[src/logic/uems_pkg.sv]
// What this block does
// - Mask bit 0 set stops training errors being header-logged or messaged; resets zero.
// - Mask bit 4 set stops data link protocol error logging and messaging; resets zero.
// - Mask bit 5 gates surprise down logging and messaging, downstream ports only; resets zero.
// - Mask bit 12 set stops poisoned packet logging and messaging, received or generated.
// - Mask bits 13, 14, 15 gate flow control, completion timeout, completer abort.
// - Mask bits 16, 17 gate unexpected completion and receiver overflow; reset zero.
// - Mask bits 18, 19, 20 gate malformed packet, end-to-end CRC, unsupported request.
// - Severity bit zero means non-fatal, one means fatal; selects message kind sent.
// - Severity bits 0,4,13,17,18 reset fatal; 12,14,15,16,19,20,21 reset non-fatal.
// - Severity bit 5, surprise down, resets fatal; meaningful only on downstream ports.
// - Each mask and severity bit governs the error whose status flag sits at the same position.
// - Five-bit first-error pointer records first reported error; masked errors never update it.
package uems_pkg;

    // ----------------------------------------
    // Register byte offsets
    // ----------------------------------------
    localparam logic [9:0] OFS_STATUS   = 10'h104;
    localparam logic [9:0] OFS_MASK     = 10'h108;
    localparam logic [9:0] OFS_SEVERITY = 10'h10C;
    localparam logic [9:0] OFS_CAPCTL   = 10'h118;
    localparam logic [9:0] OFS_IRQ_STAT = 10'h180;
    localparam logic [9:0] OFS_IRQ_MASK = 10'h184;

    // ----------------------------------------
    // Field layouts and reset values
    // ----------------------------------------
    localparam logic [31:0] ERR_IMPL_BITS = 32'h003F_F031;
    localparam logic [31:0] MASK_RESET    = 32'h0000_0000;
    localparam logic [31:0] SEV_RESET     = 32'h0006_2031;
    localparam logic [31:0] STATUS_RESET  = 32'h0000_0000;
    localparam int          BIT_SURPRISE  = 5;
    localparam int          FEP_W         = 5;
    localparam logic [4:0]  FEP_RESET     = 5'h00;

    // Interrupt status layout
    localparam int         IRQ_W         = 3;
    localparam int         IRQ_FATAL     = 0;
    localparam int         IRQ_NONFATAL  = 1;
    localparam int         IRQ_MASKED    = 2;
    localparam logic [2:0] IRQ_RESET     = 3'h0;
    localparam logic [2:0] IRQ_MASK_RESET = 3'h0;

endpackage

[src/logic/uems_err_if.sv]
`timescale 1ns/100ps
`default_nettype none
interface uems_err_if;
    logic [31:0] evt;
    logic [31:0] mask;
    logic [31:0] sev;
    logic [31:0] detected;
    logic [31:0] report;
    logic        fatal_hit;
    logic        nonfatal_hit;
    logic        masked_hit;
    logic [4:0]  first_idx;

    modport gate (
        input  evt,
        input  mask,
        input  sev,
        output detected,
        output report,
        output fatal_hit,
        output nonfatal_hit,
        output masked_hit,
        output first_idx
    );
    modport ctl (
        output evt,
        output mask,
        output sev,
        input  detected,
        input  report,
        input  fatal_hit,
        input  nonfatal_hit,
        input  masked_hit,
        input  first_idx
    );
endinterface
`default_nettype wire

[src/logic/uems_err_gate.sv]
`timescale 1ns/100ps
`default_nettype none
module uems_err_gate (
    uems_err_if.gate e
);

    // ----------------------------------------
    // Mask and severity gating
    // ----------------------------------------
    // Status sees every implemented event; only unmasked ones go on to log and message
    assign e.detected     = e.evt & uems_pkg::ERR_IMPL_BITS;
    assign e.report       = e.detected & ~e.mask;
    assign e.fatal_hit    = |(e.report & e.sev);
    assign e.nonfatal_hit = |(e.report & ~e.sev);
    assign e.masked_hit   = |(e.detected & e.mask);

    // Lowest position wins when several errors land in one cycle
    always_comb begin
        e.first_idx = 5'h00;
        for (int i = 31; i >= 0; i--) begin
            if (e.report[i]) begin
                e.first_idx = 5'(i);
            end
        end
    end

endmodule
`default_nettype wire

[src/logic/uems_top.sv]
`timescale 1ns/100ps
`default_nettype none
module uems_top (
    input  wire logic        clk,
    input  wire logic        rst_n,
    input  wire logic        por_n,
    input  wire logic        is_downstream,
    input  wire logic [31:0] err_event,
    input  wire logic [9:0]  avs_address,
    input  wire logic        avs_read,
    input  wire logic        avs_write,
    input  wire logic [31:0] avs_writedata,
    input  wire logic [3:0]  avs_byteenable,
    output logic      [31:0] avs_readdata,
    output logic             avs_waitrequest,
    output logic             irq,
    output logic             hdr_log_capture,
    output logic      [4:0]  hdr_log_bit,
    output logic             msg_fatal,
    output logic             msg_nonfatal
);

    // ----------------------------------------
    // State
    // ----------------------------------------
    logic [31:0] mask_reg;
    logic [31:0] mask_next;
    logic [31:0] sev_reg;
    logic [31:0] sev_next;
    logic [31:0] status_reg;
    logic [31:0] status_next;
    logic [4:0]  fep_reg;
    logic [4:0]  fep_next;
    logic [2:0]  irq_stat_reg;
    logic [2:0]  irq_stat_next;
    logic [2:0]  irq_mask_reg;
    logic [2:0]  irq_mask_next;
    logic        ds_reg;
    logic        wait_reg;
    logic [31:0] rdata_reg;
    logic [31:0] rdata_next;
    logic        irq_reg;
    logic        log_reg;
    logic [4:0]  log_bit_reg;
    logic        fatal_reg;
    logic        nonfatal_reg;

    logic        req;
    logic        take;
    logic        wr_take;
    logic        rd_take;
    logic [9:0]  word_addr;
    logic [31:0] be_mask;
    logic [31:0] evt_gated;
    logic [2:0]  irq_set;
    logic        fep_free;

    uems_err_if eif ();

    uems_err_gate u_gate (
        .e (eif.gate)
    );

    // ----------------------------------------
    // Avalon slave handshake
    // ----------------------------------------
    // One wait cycle per access: decode and read mux are registered, so the
    // bus sees a clean flop output; costs one cycle of latency per access
    assign req       = avs_read | avs_write;
    assign take      = req & ~wait_reg;
    assign wr_take   = avs_write & ~wait_reg;
    assign rd_take   = avs_read & ~wait_reg;
    assign word_addr = {avs_address[9:2], 2'b00};
    assign be_mask   = {{8{avs_byteenable[3]}}, {8{avs_byteenable[2]}},
                        {8{avs_byteenable[1]}}, {8{avs_byteenable[0]}}};

    always_ff @(posedge clk) begin
        if (!rst_n) begin
            wait_reg <= 1'b1;
        end else begin
            wait_reg <= ~(req & wait_reg);
        end
    end

    // ----------------------------------------
    // Read mux
    // ----------------------------------------
    // Only reads load the data register, so read data holds across writes
    always_comb begin
        rdata_next = rdata_reg;
        if (avs_read && wait_reg) begin
            unique case (word_addr)
                uems_pkg::OFS_STATUS:   rdata_next = status_reg & uems_pkg::ERR_IMPL_BITS;
                uems_pkg::OFS_MASK:     rdata_next = mask_reg & uems_pkg::ERR_IMPL_BITS;
                uems_pkg::OFS_SEVERITY: rdata_next = sev_reg & uems_pkg::ERR_IMPL_BITS;
                uems_pkg::OFS_CAPCTL:   rdata_next = {27'h000_0000, fep_reg};
                uems_pkg::OFS_IRQ_STAT: rdata_next = {29'h0000_0000, irq_stat_reg};
                uems_pkg::OFS_IRQ_MASK: rdata_next = {29'h0000_0000, irq_mask_reg};
                default:                rdata_next = 32'h0000_0000;
            endcase
        end
    end

    always_ff @(posedge clk) begin
        if (!rst_n) begin
            rdata_reg <= 32'h0000_0000;
        end else begin
            rdata_reg <= rdata_next;
        end
    end

    // ----------------------------------------
    // Port role strap
    // ----------------------------------------
    // Caught while reset is held so a strap that moves later has no effect
    always_ff @(posedge clk) begin
        if (!rst_n) begin
            ds_reg <= is_downstream;
        end
    end

    // Surprise down only exists on downstream ports; upstream it is dropped
    always_comb begin
        evt_gated = rst_n ? err_event : 32'h0000_0000;
        if (!ds_reg) begin
            evt_gated[uems_pkg::BIT_SURPRISE] = 1'b0;
        end
    end

    assign eif.evt  = evt_gated;
    assign eif.mask = mask_reg;
    assign eif.sev  = sev_reg;

    // ----------------------------------------
    // Sticky mask and severity
    // ----------------------------------------
    always_comb begin
        mask_next = mask_reg;
        sev_next  = sev_reg;
        if (wr_take && word_addr == uems_pkg::OFS_MASK) begin
            mask_next = (mask_reg & ~(be_mask & uems_pkg::ERR_IMPL_BITS))
                      | (avs_writedata & be_mask & uems_pkg::ERR_IMPL_BITS);
        end
        if (wr_take && word_addr == uems_pkg::OFS_SEVERITY) begin
            sev_next = (sev_reg & ~(be_mask & uems_pkg::ERR_IMPL_BITS))
                     | (avs_writedata & be_mask & uems_pkg::ERR_IMPL_BITS);
        end
    end

    // Only power-on reset loads their reset values; an ordinary reset leaves them alone
    always_ff @(posedge clk) begin
        if (!por_n) begin
            mask_reg <= uems_pkg::MASK_RESET;
        end else begin
            mask_reg <= mask_next;
        end
    end

    always_ff @(posedge clk) begin
        if (!por_n) begin
            sev_reg <= uems_pkg::SEV_RESET;
        end else begin
            sev_reg <= sev_next;
        end
    end

    // ----------------------------------------
    // Sticky error status and first-error pointer
    // ----------------------------------------
    // New event wins over a write-one-to-clear in the same cycle
    always_comb begin
        status_next = status_reg;
        if (wr_take && word_addr == uems_pkg::OFS_STATUS) begin
            status_next = status_reg & ~(avs_writedata & be_mask);
        end
        status_next = (status_next | eif.detected) & uems_pkg::ERR_IMPL_BITS;
    end

    always_ff @(posedge clk) begin
        if (!por_n) begin
            status_reg <= uems_pkg::STATUS_RESET;
        end else begin
            status_reg <= status_next;
        end
    end

    // Pointer is free once software has cleared the flag it points at
    assign fep_free = ~status_reg[fep_reg];

    always_comb begin
        fep_next = fep_reg;
        if (|eif.report && fep_free) begin
            fep_next = eif.first_idx;
        end
    end

    always_ff @(posedge clk) begin
        if (!por_n) begin
            fep_reg <= uems_pkg::FEP_RESET;
        end else begin
            fep_reg <= fep_next;
        end
    end

    // ----------------------------------------
    // Header log capture and error messages
    // ----------------------------------------
    // Masked errors reach neither the header log nor the message path
    always_ff @(posedge clk) begin
        if (!rst_n) begin
            log_reg     <= 1'b0;
            log_bit_reg <= 5'h00;
        end else begin
            log_reg     <= |eif.report;
            log_bit_reg <= eif.first_idx;
        end
    end

    always_ff @(posedge clk) begin
        if (!rst_n) begin
            fatal_reg    <= 1'b0;
            nonfatal_reg <= 1'b0;
        end else begin
            fatal_reg    <= eif.fatal_hit;
            nonfatal_reg <= eif.nonfatal_hit;
        end
    end

    // ----------------------------------------
    // Interrupt status and mask
    // ----------------------------------------
    assign irq_set = {eif.masked_hit, eif.nonfatal_hit, eif.fatal_hit};

    // Read clears, but an event in the same cycle stays set
    always_comb begin
        irq_stat_next = irq_stat_reg;
        if (rd_take && word_addr == uems_pkg::OFS_IRQ_STAT) begin
            irq_stat_next = 3'h0;
        end
        irq_stat_next = irq_stat_next | irq_set;
    end

    always_comb begin
        irq_mask_next = irq_mask_reg;
        if (wr_take && word_addr == uems_pkg::OFS_IRQ_MASK && avs_byteenable[0]) begin
            irq_mask_next = avs_writedata[2:0];
        end
    end

    always_ff @(posedge clk) begin
        if (!rst_n) begin
            irq_stat_reg <= uems_pkg::IRQ_RESET;
            irq_mask_reg <= uems_pkg::IRQ_MASK_RESET;
        end else begin
            irq_stat_reg <= irq_stat_next;
            irq_mask_reg <= irq_mask_next;
        end
    end

    // Registered from next values so the line follows status without extra lag
    always_ff @(posedge clk) begin
        if (!rst_n) begin
            irq_reg <= 1'b0;
        end else begin
            irq_reg <= |(irq_stat_next & irq_mask_next);
        end
    end

    // ----------------------------------------
    // Outputs
    // ----------------------------------------
    assign avs_readdata    = rdata_reg;
    assign avs_waitrequest = wait_reg;
    assign irq             = irq_reg;
    assign hdr_log_capture = log_reg;
    assign hdr_log_bit     = log_bit_reg;
    assign msg_fatal       = fatal_reg;
    assign msg_nonfatal    = nonfatal_reg;

endmodule
`default_nettype wire

[config.mk]
export PLATFORM = sky130hd
export DESIGN_NAME = uems_top
export DESIGN_NICKNAME = d
export VERILOG_FILES = /design/src/logic/uems_pkg.sv /design/src/logic/uems_err_if.sv /design/src/logic/uems_err_gate.sv /design/src/logic/uems_top.sv
export SDC_FILE = /design/constraint.sdc
export NUM_CORES = 1
export LEC_CHECK = 0
export BUFFER_PORTS_ARGS = -buffer_cell sky130_fd_sc_hd__buf_2
export CORE_MARGIN = 2
export CORE_UTILIZATION = 40
export CTS_CLUSTER_SIZE = 10
export DETAILED_ROUTE_END_ITERATION = 6
export GPL_TIMING_DRIVEN = 0
export PLACE_DENSITY = 0.73
export SLEW_MARGIN = 20
export SYNTH_ARGS = -nofsm -noshare
export SYNTH_HDL_FRONTEND = slang
export SYNTH_SLANG_ARGS = --single-unit
[constraint.sdc]
create_clock -name clk -period 5.3 [get_ports clk]
set_input_delay 0.795 -clock clk [delete_from_list [all_inputs] [get_ports clk]]
set_output_delay 0.795 -clock clk [all_outputs]
set_load 0.01 [all_outputs]
==> flow_metrics.env <==
export IMPL_rsz0062_at_grt="false"
export IMPL_status="completed"
export IMPL_via_count=4011
export IMPL_fmax_mhz=427.8
export IMPL_fin_cells=691
export IMPL_clkSinkCount=77
export IMPL_die_h_um=104.5
export IMPL_dieArea_mm2=0.01093
export IMPL_yosys_area_top_type="dfxtp_1"
export IMPL_drive_gt1_share_pct=22.94
export IMPL_globalplace_congestion=0.9495
export IMPL_synth_area_leaders="dfxtp_1 38%, mux2i_1 5.2%, nand2_1 4.9%"
export IMPL_power_density_mw_per_mm2=291.2
export IMPL_dp_cells=675
export IMPL_initial_utilization_pct=41.36
export IMPL_post_dp_cell_area_mm2=0.004601
export IMPL_ys_seq_area_share_pct=38.38
export IMPL_crit_path_max_fanout=10
export IMPL_die_w_um=104.5
export IMPL_firstDrtPassIters=6
export IMPL_grt_max_degree=14
export IMPL_synth_ff_type="dfxtp_1"
export IMPL_grt_overflow_total=0
export IMPL_grt_pass1_vias=3815
export IMPL_cts_buffers=9
export IMPL_diodes=0
export IMPL_wire_per_inst_um=18.96
export IMPL_area_growth_pct=20.27
export IMPL_clockRootBuffer="clkbuf_8"
export IMPL_syn_inst=460
export IMPL_ys_warn_count=0
export IMPL_ir_drop_uv=148.2
export IMPL_drt_initial_drc_count=448
export IMPL_synth_avg_cell_area_um2=8.788
export IMPL_slew_headroom_pct=47.07
export IMPL_postSynth_asyncResetShare_pct=0
export IMPL_clock_skew_ns=0.01794
export IMPL_worstRegToRegCells=6
export IMPL_startpoint_type="input pin"
export IMPL_syn_area_mm2=0.004043
export IMPL_portBuffers=67
export IMPL_fin_crit_sh_pct=44.11
export IMPL_grt_pass1_wl_um=20630
export IMPL_design_area_mm2=0.004862
export IMPL_layout_nets=637
export IMPL_wirelength_um=13100
export IMPL_synth_top_cell_area_share_pct=37.64
export IMPL_tritoncts="done"
export IMPL_min_path_cells=2
export IMPL_finalSetupViolations=0
export IMPL_crit_required_ns=5.55
export IMPL_holdCritPathClass="reg2reg"
export IMPL_nFillCells=955
export IMPL_pin_count=126
export IMPL_drv_cap=0
export IMPL_end_kind="flip-flop"
export IMPL_cts_resized=0
export IMPL_synthDistinctLibCells=65
export IMPL_slew_viol_final=0
export IMPL_hold_viol=0
export IMPL_ant_nets=0
export IMPL_worstMarginPinSlew_ns=0.7919
export IMPL_clockBufferDepth=2
export IMPL_leakagePower_nw=2.028
export IMPL_arrival_ns=2.59
export IMPL_core_rowCount=36
export IMPL_dp_hpwl_um=10140
export IMPL_path_class="in2reg"
export IMPL_synth_edf_count=1
export IMPL_ys_seq_elements=77
export IMPL_antenna_found_initial=0
export IMPL_fin_tns_setup_ns=0
export IMPL_insertion_delay_ns=0.37
export IMPL_ctsHoldBuffers=0
export IMPL_clk_pin_slew_worst_paths_ns=0.09
export IMPL_grt_total_usage_pct=24.38
export IMPL_htree_levels=3
export IMPL_drc=0
export IMPL_hold_ws_ns=0.4584
export IMPL_core_mm2=0.009774
export IMPL_post_cts_repair_setup_buffers=0
export IMPL_period_minus_slack_ns=2.338
export IMPL_routed_via_density=5.805
[area by class of cell]
class                      count  area (um^2)  share of cell area, %
multi-input combinational    342         2246                  46.19
sequential                    77         1551                  31.91
timing repair buffer          67        335.3                  6.897
buffer                        44        256.5                  5.275
tap                          133        166.4                  3.423
clock inverter                 6        133.9                  2.753
clock buffer                  10        127.6                  2.625
inverter                      12        45.04                 0.9264
[synth_stat cells, types with 12 or more instances]
cell type / number
dfxtp_1: 76
nand2_1: 53
nand3_1: 32
nor2b_1: 25
nor2_1: 23
mux2i_1: 21
a21boi_0: 20
buf_4: 20
clkbuf_1: 16
a211oi_1: 13
a222oi_1: 12
inv_1: 12
[worst max-delay path: stages]
cell	delay (ns)
buf_2	0.11
nor3b_1	0.43
and4b_1	0.29
buf_2	0.26
nand3_1	0.31
o21ai_0	0.27
a21boi_0	0.11
[placed cells by master (no fill, tap or decap), drive strengths merged, types with 16 or more instances in the layout]
cell	instances
nand2	53
clkbuf	26
dfxtp	76
a21boi	20
conb	16
nor2b	25
mux2i	21
buf	95
nand3	33
nor2	23
[per-layer routing]
metal | share of wire [%] | track usage (%) | vias to the layer above
met3 | 9.5 | 5.115 | 43
met2 | 44 | 38.14 | 228
met4 | 4.3 | 11.68 | 0
li1 | - | - | 1857
met5 | 0 | 0 | -
met1 | 42 | 31.98 | 1883
[stage by stage]
stage | utilization (%) | setup WS [ns] | total power (W)
final | 49.74 | 2.962 | 0.001416
after global routing | 49.74 | 2.788 | 0.001466
after CTS | 49.74 | 2.996 | 0.001414
after detailed placement | 47.07 | 2.631 | 0.0008353
after global placement | 47.07 | 2.640 | 0.0008313
after floorplan | - | 3.037 | 0.0007589
[final timing paths]
check	from	endpoint	slack, ns
worst min register to register	avs_readdata[3]$_SDFFE_PN0P_	avs_readdata[3]$_SDFFE_PN0P_	0.46
worst max-delay path	avs_address[6]	status_reg[21]$_SDFF_PN0_	2.96
worst min-delay path	avs_readdata[3]$_SDFFE_PN0P_	avs_readdata[3]$_SDFFE_PN0P_	0.46
worst max register to register	avs_waitrequest$_SDFF_PN1_	flip-flop	3.22
[power breakdown]
group	internal, W	switching [W]
registers	0.000606	0.0000169
logic	0.0000842	0.000118
clock network	0.000361	0.000231
[cells by family (layout without fill, tap and decap cells)]
| group | count (synthesis) | in the layout | share of synthesized area (%) |
|---|---|---|---|
| flops | 77 | 77 | 38.38 |
| compound gates | 112 | 112 | 21.70 |
| mux | 26 | 26 | 6.871 |
| other cells | 1 | 16 | 0.09276 |
| simple gates | 188 | 188 | 25.50 |
| buf+inv | 56 | 139 | 7.459 |
(Power assumes the default switching activity.)
